## config.mk

```make
export PLATFORM = sky130hd
export DESIGN_NAME = fpp_ctrl
export DESIGN_NICKNAME = d
export VERILOG_FILES = /design/src/hdl/fpp_pkg.sv /design/src/hdl/fpp_ctrl.sv /design/src/hdl/fpp_debounce.sv /design/src/hdl/fpp_line_peak.sv
export VERILOG_INCLUDE_DIRS = /design/src /design/src/hdl
export SDC_FILE = /design/constraint.sdc
export NUM_CORES = 1
export LEC_CHECK = 0
export CORE_UTILIZATION = 55
export DETAILED_ROUTE_END_ITERATION = 16
export DONT_BUFFER_PORTS = 1
export GPL_ROUTABILITY_DRIVEN = 1
export PLACE_DENSITY = 0.82
export SLEW_MARGIN = 5
export SYNTH_ARGS = -nofsm -noshare
export SYNTH_HDL_FRONTEND = slang
export SYNTH_SLANG_ARGS = --single-unit
```

## constraint.sdc

```tcl
create_clock -name clk_sys_i -period 5.9 [get_ports clk_sys_i]
set_input_delay 0.295 -clock clk_sys_i [delete_from_list [all_inputs] [get_ports clk_sys_i]]
set_output_delay 0.295 -clock clk_sys_i [all_outputs]
set_load 0.02 [all_outputs]
```

## src/hdl/fpp_consts.svh

```systemverilog
`ifndef FPP_CONSTS_SVH
`define FPP_CONSTS_SVH
`define FPP_CLK_MHZ 100
`define FPP_SS_MS 8
`define FPP_SS_CYC (`FPP_SS_MS * 1000 * `FPP_CLK_MHZ)
`define FPP_OTP1_MS 16
`define FPP_OTP1_CYC (`FPP_OTP1_MS * 1000 * `FPP_CLK_MHZ)
`define FPP_OTP2_US 185
`define FPP_OTP2_CYC (`FPP_OTP2_US * `FPP_CLK_MHZ)
`define FPP_OLP_MS 56
`define FPP_OLP_CYC (`FPP_OLP_MS * 1000 * `FPP_CLK_MHZ)
`define FPP_SENSE_SHORT_GUARD_US 120
`define FPP_SENSE_SHORT_GUARD_CYC (`FPP_SENSE_SHORT_GUARD_US * `FPP_CLK_MHZ)
`define FPP_OVP_US 100
`define FPP_OVP_CYC (`FPP_OVP_US * `FPP_CLK_MHZ)
`define FPP_LEB_NS 280
`define FPP_LEB_CYC ((`FPP_LEB_NS * `FPP_CLK_MHZ + 999) / 1000)
`define FPP_FMIN_KHZ 22
`define FPP_PER_MAX_CYC ((`FPP_CLK_MHZ * 1000) / `FPP_FMIN_KHZ)
`define FPP_PER_NORM_CYC 13'h0600
`define FPP_DUTY_MAX_CYC 13'h0540
`define FPP_PER_STEP 13'h0001
`define FPP_RAMP_SHIFT 7
`define FPP_SS_STEPS 64
`define FPP_FB_OFS 10'h03c
`define FPP_LIM_LOW 10'h02e
`define FPP_LIM_HIGH 10'h027
`define FPP_LINE_REF 10'h064
`define FPP_LIM_SHIFT 3
`define FPP_BROWN_IN 10'h05a
`define FPP_BROWN_OUT 10'h051
`define FPP_SENSE_SHORT_GUARD_LVL 10'h005
`define FPP_SAMP_CYC 16'h03e8
`define FPP_SAMP_LIGHT_SHIFT 2
`define FPP_UPD_SAMPLES 4'h8
`define FPP_REG_CTRL 12'h000
`define FPP_REG_STATUS 12'h004
`define FPP_REG_FAULT 12'h008
`define FPP_REG_LINE 12'h00c
`define FPP_CTRL_RUN_BIT 0
`define FPP_CTRL_LATCH_BIT 1
`define FPP_CTRL_HALVE_BIT 2
`define FPP_CTRL_RST 3'h1
`define FPP_FLT_OVP 0
`define FPP_FLT_OTP1 1
`define FPP_FLT_OTP2 2
`define FPP_FLT_OLP 3
`define FPP_FLT_SENSE_SHORT_GUARD 4
`endif

```

## src/hdl/fpp_pkg.sv

```systemverilog
package fpp_pkg;
   typedef enum logic [2:0] {st_charge, st_run, st_stop, st_drain, st_latch} fpp_state_e;
   typedef logic [9:0] fpp_code_t;
endpackage
```

## src/hdl/fpp_ctrl.sv

```systemverilog
`timescale 1ns/100ps
`default_nettype none
`include "fpp_consts.svh"
module fpp_ctrl #(
   parameter int unsigned SS_CYC = `FPP_SS_CYC,
   parameter int unsigned OTP1_CYC = `FPP_OTP1_CYC,
   parameter int unsigned OTP2_CYC = `FPP_OTP2_CYC,
   parameter int unsigned OLP_CYC = `FPP_OLP_CYC,
   parameter int unsigned SENSE_SHORT_GUARD_CYC = `FPP_SENSE_SHORT_GUARD_CYC,
   parameter int unsigned OVP_CYC = `FPP_OVP_CYC
) (
   input wire logic clk_sys_i,
   input wire logic reset_i,
   input wire logic psel_i,
   input wire logic penable_i,
   input wire logic pwrite_i,
   input wire logic [11:0] paddr_i,
   input wire logic [31:0] pwdata_i,
   output logic [31:0] prdata_o,
   output logic pready_o,
   output logic pslverr_o,
   input wire logic supply_on_i,
   input wire logic supply_low_i,
   input wire logic supply_floor_i,
   input wire logic supply_ovp_i,
   input wire logic fb_open_i,
   input wire logic fb_light_i,
   input wire logic fb_zero_i,
   input wire logic fb_recover_i,
   input wire logic thermal_first_i,
   input wire logic thermal_second_i,
   input wire logic [9:0] feedback_input_i,
   input wire logic [9:0] sense_level_i,
   input wire logic [9:0] line_sense_pin_i,
   output logic gate_o,
   output logic hv_startup_o,
   output logic supply_discharge_o
);
   localparam int unsigned SS_STEP = SS_CYC / `FPP_SS_STEPS;
   localparam int unsigned SSW = $clog2(SS_STEP + 1);

   function automatic fpp_pkg::fpp_code_t sub_floor(input fpp_pkg::fpp_code_t a,
                                                    input fpp_pkg::fpp_code_t b);
      sub_floor = (a > b) ? a - b : 10'h000;
   endfunction

   function automatic fpp_pkg::fpp_code_t min_code(input fpp_pkg::fpp_code_t a,
                                                   input fpp_pkg::fpp_code_t b);
      min_code = (a < b) ? a : b;
   endfunction

   fpp_pkg::fpp_state_e state_q;
   fpp_pkg::fpp_state_e state_d;
   logic [2:0] ctrl_q;
   logic [4:0] fault_q;
   logic [4:0] fault_hit;
   logic [31:0] rdata_d;
   logic rd_ok;
   logic wr_en;
   logic rd_en;
   logic [12:0] per_len_q;
   logic [12:0] per_cnt_q;
   logic gate_q;
   logic [5:0] blank_cnt_q;
   fpp_pkg::fpp_code_t ramp_q;
   fpp_pkg::fpp_code_t limit_q;
   fpp_pkg::fpp_code_t lim_base;
   fpp_pkg::fpp_code_t drop;
   fpp_pkg::fpp_code_t vref;
   fpp_pkg::fpp_code_t held;
   logic [10:0] sense_sum;
   logic [5:0] ss_level_q;
   logic [SSW-1:0] ss_cnt_q;
   logic brown_ok_q;
   logic zero_q;
   logic upd;
   logic run_ok;
   logic trip;
   logic sense_low;
   logic flt_latch;
   logic flt_restart;
   logic running;

   assign running = (state_q == fpp_pkg::st_run);

   fpp_line_peak u_line (
      .clk_sys_i(clk_sys_i),
      .reset_i(reset_i),
      .line_i(line_sense_pin_i),
      .light_i(fb_light_i),
      .held_o(held),
      .update_o(upd)
   );

   // Each protection is a comparator bit held true for its own cycle count.
   fpp_debounce #(.CYC(OVP_CYC)) u_ovp (
      .clk_sys_i(clk_sys_i), .reset_i(reset_i), .level_i(supply_ovp_i && running),
      .hold_i(1'b0), .hit_o(fault_hit[`FPP_FLT_OVP])
   );
   fpp_debounce #(.CYC(OTP1_CYC)) u_otp1 (
      .clk_sys_i(clk_sys_i), .reset_i(reset_i), .level_i(thermal_first_i && running),
      .hold_i(1'b0), .hit_o(fault_hit[`FPP_FLT_OTP1])
   );
   fpp_debounce #(.CYC(OTP2_CYC)) u_otp2 (
      .clk_sys_i(clk_sys_i), .reset_i(reset_i), .level_i(thermal_second_i && running),
      .hold_i(1'b0), .hit_o(fault_hit[`FPP_FLT_OTP2])
   );
   fpp_debounce #(.CYC(OLP_CYC)) u_olp (
      .clk_sys_i(clk_sys_i), .reset_i(reset_i), .level_i(fb_open_i && running),
      .hold_i(1'b0), .hit_o(fault_hit[`FPP_FLT_OLP])
   );
   // Sense is naturally low while the switch is off, so off-time only pauses the count.
   assign sense_low = (sense_level_i < `FPP_SENSE_SHORT_GUARD_LVL);
   fpp_debounce #(.CYC(SENSE_SHORT_GUARD_CYC)) u_sense_short_guard (
      .clk_sys_i(clk_sys_i), .reset_i(reset_i), .level_i(running && !(gate_q && !sense_low)),
      .hold_i(!gate_q), .hit_o(fault_hit[`FPP_FLT_SENSE_SHORT_GUARD])
   );

   assign flt_latch = ctrl_q[`FPP_CTRL_LATCH_BIT] &&
                      (fault_hit[`FPP_FLT_OVP] || fault_hit[`FPP_FLT_OTP1] ||
                       fault_hit[`FPP_FLT_OTP2]);
   assign flt_restart = |fault_hit;

   always_comb begin
      state_d = state_q;
      unique case (state_q)
         fpp_pkg::st_charge: begin
            if (supply_on_i) begin
               state_d = fpp_pkg::st_run;
            end
         end
         fpp_pkg::st_run: begin
            if (flt_latch) begin
               state_d = fpp_pkg::st_latch;
            end else if (flt_restart) begin
               state_d = fpp_pkg::st_stop;
            end else if (supply_low_i) begin
               state_d = fpp_pkg::st_charge;
            end
         end
         fpp_pkg::st_stop: begin
            if (supply_low_i) begin
               state_d = fpp_pkg::st_drain;
            end
         end
         fpp_pkg::st_drain: begin
            if (supply_floor_i) begin
               state_d = fpp_pkg::st_charge;
            end
         end
         fpp_pkg::st_latch: begin
            state_d = fpp_pkg::st_latch;
         end
         default: begin
            state_d = fpp_pkg::st_charge;
         end
      endcase
   end

   always_ff @(posedge clk_sys_i or posedge reset_i) begin
      if (reset_i) begin
         state_q <= fpp_pkg::st_charge;
      end else begin
         state_q <= state_d;
      end
   end

   assign hv_startup_o = (state_q == fpp_pkg::st_charge);
   assign supply_discharge_o = (state_q == fpp_pkg::st_drain);

   // Line judgement acts only on the update pulse, every eighth window, but then uses the peak of the latest window alone.
   always_ff @(posedge clk_sys_i or posedge reset_i) begin
      if (reset_i) begin
         brown_ok_q <= 1'b0;
         limit_q <= `FPP_LIM_LOW;
      end else if (upd) begin
         if (held >= `FPP_BROWN_IN) begin
            brown_ok_q <= 1'b1;
         end else if (held < `FPP_BROWN_OUT) begin
            brown_ok_q <= 1'b0;
         end
         limit_q <= ctrl_q[`FPP_CTRL_HALVE_BIT] ? (lim_base >> 1) : lim_base;
      end
   end

   assign drop = sub_floor(held, `FPP_LINE_REF) >> `FPP_LIM_SHIFT;
   assign lim_base = (drop >= `FPP_LIM_LOW - `FPP_LIM_HIGH) ? `FPP_LIM_HIGH :
                     `FPP_LIM_LOW - drop;

   always_ff @(posedge clk_sys_i or posedge reset_i) begin
      if (reset_i) begin
         zero_q <= 1'b0;
      end else if (fb_zero_i) begin
         zero_q <= 1'b1;
      end else if (fb_recover_i) begin
         zero_q <= 1'b0;
      end
   end

   always_ff @(posedge clk_sys_i or posedge reset_i) begin
      if (reset_i) begin
         ss_level_q <= 6'h00;
         ss_cnt_q <= '0;
      end else if (!running) begin
         ss_level_q <= 6'h00;
         ss_cnt_q <= '0;
      end else if (ss_level_q != 6'h3f) begin
         if (ss_cnt_q == SSW'(SS_STEP - 1)) begin
            ss_cnt_q <= '0;
            ss_level_q <= ss_level_q + 6'h01;
         end else begin
            ss_cnt_q <= ss_cnt_q + SSW'(1);
         end
      end
   end

   assign vref = min_code(sub_floor(feedback_input_i, `FPP_FB_OFS) >> 2,
                          min_code(limit_q, {4'h0, ss_level_q}));
   assign sense_sum = {1'b0, sense_level_i} + {1'b0, ramp_q};
   assign trip = (sense_sum >= {1'b0, vref});
   // The next state is used so the gate drops on the same edge at which run is left.
   assign run_ok = (state_d == fpp_pkg::st_run) && ctrl_q[`FPP_CTRL_RUN_BIT] && brown_ok_q &&
                   !zero_q;

   always_ff @(posedge clk_sys_i or posedge reset_i) begin
      if (reset_i) begin
         per_cnt_q <= 13'h0000;
         per_len_q <= `FPP_PER_NORM_CYC;
      end else if (per_cnt_q >= per_len_q - 13'h0001) begin
         per_cnt_q <= 13'h0000;
         if (fb_light_i && per_len_q < 13'(`FPP_PER_MAX_CYC)) begin
            per_len_q <= per_len_q + `FPP_PER_STEP;
         end else if (!fb_light_i && per_len_q > `FPP_PER_NORM_CYC) begin
            per_len_q <= per_len_q - `FPP_PER_STEP;
         end
      end else begin
         per_cnt_q <= per_cnt_q + 13'h0001;
      end
   end

   // Termination is registered, so the pulse ends one clock after the trip is seen.
   always_ff @(posedge clk_sys_i or posedge reset_i) begin
      if (reset_i) begin
         gate_q <= 1'b0;
         blank_cnt_q <= 6'h00;
         ramp_q <= 10'h000;
      end else if (per_cnt_q == 13'h0000) begin
         gate_q <= run_ok;
         blank_cnt_q <= 6'(`FPP_LEB_CYC);
         ramp_q <= 10'h000;
      end else begin
         ramp_q <= {4'h0, per_cnt_q[12:`FPP_RAMP_SHIFT]};
         if (blank_cnt_q != 6'h00) begin
            blank_cnt_q <= blank_cnt_q - 6'h01;
         end
         if (!run_ok || per_cnt_q >= `FPP_DUTY_MAX_CYC) begin
            gate_q <= 1'b0;
         end else if (blank_cnt_q == 6'h00 && trip) begin
            gate_q <= 1'b0;
         end
      end
   end

   assign gate_o = gate_q;

   assign pready_o = 1'b1;
   assign wr_en = psel_i && penable_i && pwrite_i;
   assign rd_en = psel_i && !penable_i && !pwrite_i;
   assign rd_ok = (paddr_i == `FPP_REG_CTRL) || (paddr_i == `FPP_REG_STATUS) ||
                  (paddr_i == `FPP_REG_FAULT) || (paddr_i == `FPP_REG_LINE);
   assign pslverr_o = psel_i && penable_i && !rd_ok;

   always_comb begin
      rdata_d = 32'h0000_0000;
      unique case (paddr_i)
         `FPP_REG_CTRL: rdata_d = {29'h0, ctrl_q};
         `FPP_REG_STATUS: rdata_d = {27'h0, brown_ok_q, zero_q, state_q};
         `FPP_REG_FAULT: rdata_d = {27'h0, fault_q};
         `FPP_REG_LINE: rdata_d = {6'h0, limit_q, 6'h0, held};
         default: rdata_d = 32'h0000_0000;
      endcase
   end

   always_ff @(posedge clk_sys_i or posedge reset_i) begin
      if (reset_i) begin
         prdata_o <= 32'h0000_0000;
      end else if (rd_en) begin
         prdata_o <= rdata_d;
      end
   end

   always_ff @(posedge clk_sys_i or posedge reset_i) begin
      if (reset_i) begin
         ctrl_q <= `FPP_CTRL_RST;
      end else if (wr_en && paddr_i == `FPP_REG_CTRL) begin
         ctrl_q <= pwdata_i[2:0];
      end
   end

   // A protection that trips in the same cycle as a clear stays recorded.
   always_ff @(posedge clk_sys_i or posedge reset_i) begin
      if (reset_i) begin
         fault_q <= 5'h00;
      end else if (wr_en && paddr_i == `FPP_REG_FAULT) begin
         fault_q <= (fault_q & ~pwdata_i[4:0]) | fault_hit;
      end else begin
         fault_q <= fault_q | fault_hit;
      end
   end
endmodule
`default_nettype wire

```

## src/hdl/fpp_debounce.sv

```systemverilog
`timescale 1ns/100ps
`default_nettype none
module fpp_debounce #(
   parameter int unsigned CYC = 16
) (
   input wire logic clk_sys_i,
   input wire logic reset_i,
   input wire logic level_i,
   input wire logic hold_i,
   output logic hit_o
);
   localparam int unsigned W = $clog2(CYC + 1);
   logic [W-1:0] cnt_q;

   // Any drop of the level restarts the count, so only an unbroken condition trips.
   always_ff @(posedge clk_sys_i or posedge reset_i) begin
      if (reset_i) begin
         cnt_q <= '0;
      end else if (!level_i) begin
         cnt_q <= '0;
      end else if (!hold_i && cnt_q != W'(CYC)) begin
         cnt_q <= cnt_q + W'(1);
      end
   end

   assign hit_o = (cnt_q == W'(CYC));
endmodule
`default_nettype wire

```

## src/hdl/fpp_line_peak.sv

```systemverilog
`timescale 1ns/100ps
`default_nettype none
`include "fpp_consts.svh"
module fpp_line_peak (
   input wire logic clk_sys_i,
   input wire logic reset_i,
   input wire logic [9:0] line_i,
   input wire logic light_i,
   output logic [9:0] held_o,
   output logic update_o
);
   logic [15:0] samp_cnt_q;
   logic [15:0] win_len;
   logic [9:0] peak_q;
   logic [9:0] peak_now;
   logic [3:0] upd_cnt_q;
   logic win_end;

   assign win_len = light_i ? (`FPP_SAMP_CYC << `FPP_SAMP_LIGHT_SHIFT) : `FPP_SAMP_CYC;
   assign win_end = (samp_cnt_q >= win_len - 16'h0001);
   assign peak_now = (line_i > peak_q) ? line_i : peak_q;

   always_ff @(posedge clk_sys_i or posedge reset_i) begin
      if (reset_i) begin
         samp_cnt_q <= 16'h0000;
      end else if (win_end) begin
         samp_cnt_q <= 16'h0000;
      end else begin
         samp_cnt_q <= samp_cnt_q + 16'h0001;
      end
   end

   // The stored value is refreshed every window, even when it falls.
   always_ff @(posedge clk_sys_i or posedge reset_i) begin
      if (reset_i) begin
         peak_q <= 10'h000;
         held_o <= 10'h000;
      end else if (win_end) begin
         peak_q <= 10'h000;
         held_o <= peak_now;
      end else begin
         peak_q <= peak_now;
      end
   end

   always_ff @(posedge clk_sys_i or posedge reset_i) begin
      if (reset_i) begin
         upd_cnt_q <= 4'h0;
         update_o <= 1'b0;
      end else begin
         update_o <= 1'b0;
         if (win_end) begin
            if (upd_cnt_q == `FPP_UPD_SAMPLES - 4'h1) begin
               upd_cnt_q <= 4'h0;
               update_o <= 1'b1;
            end else begin
               upd_cnt_q <= upd_cnt_q + 4'h1;
            end
         end
      end
   end
endmodule
`default_nettype wire

```

==> results.json <==
{
  "outcome": "complete, no violations",
  "die_y_um": 157,
  "synth_area_mm2": 0.0133,
  "worstSetupStartpointType": "flop",
  "slowest_delay_ps": 580,
  "yosysWarnings": 0,
  "io_pins": 126,
  "wl_per_cell_um": 16.2,
  "ir_worst_vdd_v": 0.000233,
  "holdCritStartpoint": "line_sense_pin_i[9]",
  "die_x_um": 157,
  "antenna_found_initial": 3,
  "worstSetupPathType": "flop to flop",
  "grt_pass1_vias": 9864,
  "leakage_nw": 6.36,
  "drt_wl_total_um": 28500,
  "endpoint_kind": "flop",
  "ys.flop_type": "dfrtp_1",
  "nNetsFinal": 1592,
  "yosysTopAreaCellShare_pct": 41.7,
  "startpoint": "limit_q[3]",
  "clk_pin_slew_worst_paths_ps": 60,
  "worstReg2RegStart": "limit_q[3]",
  "cts_resized": 0,
  "post-route-period-util_pct": 85.5,
  "grt_remaining_overflow": 0,
  "final.setup.tns_ps": 0,
  "drtPass1Iterations": 5,
  "synth_edf_count": 0,
  "dr_total_vias": 10121,
  "postCtsSetupBuffers": 0,
  "powerDensity_mw_per_mm2": 315,
  "seq_area_frac_synth_pct": 43.1,
  "yosys.area.top_type": "dfrtp_1",
  "setup_ws_ps": 856,
  "path_max_fanout": 7,
  "netlist_instances": 1412,
  "crit_chain": "ha_1 > a21oi_1 > o21ai_1 > a31o_1 > mux2_2 > inv_1 > ha_1 > a21oi_1 > o21ai_0 > nor3_1 > nand2_1 > o21ai_2 > mux2_1 > ha_1 > a21o_1 > a2111oi_0 > o21ai_0 > o2111ai_1 > a31oi_1 > o21ai_0 > and3_1",
  "slew_viol_final": 0,
  "crit_arrival_ps": 5490,
  "clock.fmax_ghz": 0.198,
  "total_power_w": 0.00457,
  "drive_above_1_share_pct": 5.44,
  "hp-class": "primary input to flop",
  "ys_ff_latch": 228,
  "root_buffer": "clkbuf_16",
  "clk_path_buf_depth": 3,
  "final.min_clock_period_ps": 5040,
  "finalHoldViolations": 0,
  "worst_slew_pin_slew_ps": 878,
  "syn2layout_area_growth_pct": 9.37,
  "yosys-top-cells-area": "dfrtp_1 42%, ha_1 8.0%, nor2_1 6.0%",
  "insertion_delay_ps": 510,
  "initial_core_util_pct": 56.3,
  "fillers": 1866,
  "drtAntennaViolNets": 0,
  "ys_async_sr_fraction_pct": 100,
  "grt_setup_unrepaired": "no",
  "grtUsageTotal_pct": 23.3,
  "place_congestion": 0.911,
  "viasPerCell": 5.76,
  "skew_ps": 13.2,
  "grt_max_degree": 154,
  "stdcell_area_mm2": 0.0145,
  "avgSynthCellArea_um2": 9.39,
  "max-slew-margin-rel_pct": 41.3,
  "place_ws_ps": 946,
  "core_area_mm2": 0.0235,
  "cp_slowest_cell": "dfstp_2",
  "drtIter0Drc": 701,
  "grt_pass1_wl_um": 46900,
  "cp.required_ps": 6350,
  "ys_types": 82,
  "port_buffers": 0,
  "die_area_mm2": 0.0247,
  "drc": 0,
  "cts_tree": "yes",
  "cts_buffers": 25,
  "cts.sink_count": 228,
  "dpl_cell_area_mm2": 0.0134,
  "cap_violations": 0,
  "whs_ps": 14.7,
  "htreeDepth": 1,
  "hpwl_um": 19900,
  "setup_viol": 0,
  "rows": 56
}
==> timing repair <==
action                                  in CTS  in global routing
hold buffers                                19                  0
hold endpoints to repair                    38                  0
endpoints found under the setup margin       0                  0
==> report_power, final <==
part / internal [W] / switching [W]
Sequential: 0.00172 / 0.000214
Clock: 0.00101 / 0.000628
Combinational: 0.000438 / 0.000565
==> worst paths after layout <==
kind	to	slack [ps]	cells past startpoint
max reg2reg	gate_o	860	21
min in group asynchronous	ramp_q[4]	280	2
min reg2reg	u_line.samp_cnt_q[0]	450	1
max in group asynchronous	prdata_o[25]	3910	4
max	gate_o	860	21
min	u_line.peak_q[9]	10	2
==> through the flow <==
stage | std cells | utilization, %
final | 1756 | 61.6
after global routing | 1756 | 61.6
after CTS | 1754 | 61.5
after detailed placement | 1690 | 57.0
after global placement | 1690 | 57.0
after floorplan | 1430 | -
==> layout make-up <==
class                   count  area [um2]  share of cell area (%)
repair buffers             24         240                    1.66
diodes                      2        5.00                  0.0345
multi-input cells        1077        7040                    48.6
clock buffers              34         699                    4.82
flip-flops and latches    228        5710                    39.4
clock inverters            11         166                    1.15
well taps                 319         399                    2.75
inverters                  61         233                    1.61
==> logic make-up after synthesis <==
group           share of synthesized area (%)
simple gates                             21.4
mux                                      3.52
xor+xnor                                 9.38
compound gates                           10.0
buf+inv                                  4.39
fa+ha+maj                                8.17
flops                                    43.1
other cells                            0.0567
==> routing by layer <==
metal | up-vias | global-route usage (%) | share of wire [%]
met1 | 4924 | 30.1 | 43
met5 | - | 2.07 | 0.039
met3 | 57 | 4.46 | 5.3
li1 | 4891 | - | -
met2 | 247 | 39.0 | 49
met4 | 2 | 7.58 | 2.8
==> layout by cell type (no fill, tap or decap), types with 20 or more instances in the layout <==
cell / Yosys / final
dfrtp_1: 221 / 221
nor2_1: 213 / 213
nand2_1: 112 / 112
ha_1: 85 / 85
xor2_1: 83 / 83
nand3_1: 73 / 72
inv_1: 61 / 60
xnor2_1: 59 / 59
a21oi_1: 53 / 53
o21ai_0: 43 / 43
nand4_1: 40 / 40
and3_1: 26 / 26
mux2i_1: 26 / 26
clkbuf_16: 0 / 25
nor3_1: 23 / 23
conb_1: 2 / 20
==> Yosys cell counts (7+ instances only) <==
| cell type | n |
|---|---|
| a21o_1 | 14 |
| nor4b_1 | 10 |
| ha_1 | 85 |
| buf_2 | 7 |
| and2_1 | 9 |
| nor2_1 | 213 |
| a22o_1 | 15 |
| nand2_1 | 112 |
| xor2_1 | 83 |
| clkbuf_1 | 34 |
| dfstp_2 | 7 |
| nor3_1 | 23 |
| mux2_2 | 7 |
| and3_1 | 26 |
| o21ai_0 | 43 |
| xnor2_1 | 59 |
| mux2i_1 | 26 |
| nor2b_1 | 14 |
| or3_1 | 14 |
| o21ai_1 | 7 |
| nand4_1 | 40 |
| buf_4 | 15 |
| inv_1 | 61 |
| dfrtp_1 | 221 |
| a21oi_1 | 53 |
| nand3_1 | 73 |
| nor4_1 | 17 |
| nand2b_1 | 15 |
==> worst max-delay path, delay by kind of cell (launching register included) <==
family / cells / cell delay, ps
muxes: 2 / 700
and+or+nand+nor: 3 / 500
adders and majority gates: 3 / 790
buffers and inverters: 1 / 60
AOI/OAI and AO/OA: 12 / 2340
DFF: 1 / 580
==> state kept, by name (all words and copies together) (netlist names), 5 cells and up <==
| signal | flops |
|---|---|
| u_otp2.cnt_q | 15 |
| ramp_q | 6 |
| u_olp.cnt_q | 23 |
| u_line.samp_cnt_q | 16 |
| u_line.held_o | 10 |
| u_line.peak_q | 10 |
| ss_cnt_q | 14 |
| u_otp1.cnt_q | 21 |
| u_ovp.cnt_q | 14 |
| per_cnt_q | 13 |
| fault_q | 5 |
| blank_cnt_q | 6 |
| per_len_q | 13 |
| ss_level_q | 6 |
| u_sense_short_guard.cnt_q | 14 |
| limit_q | 9 |
| prdata_o | 19 |
(Power assumes the default switching activity.)
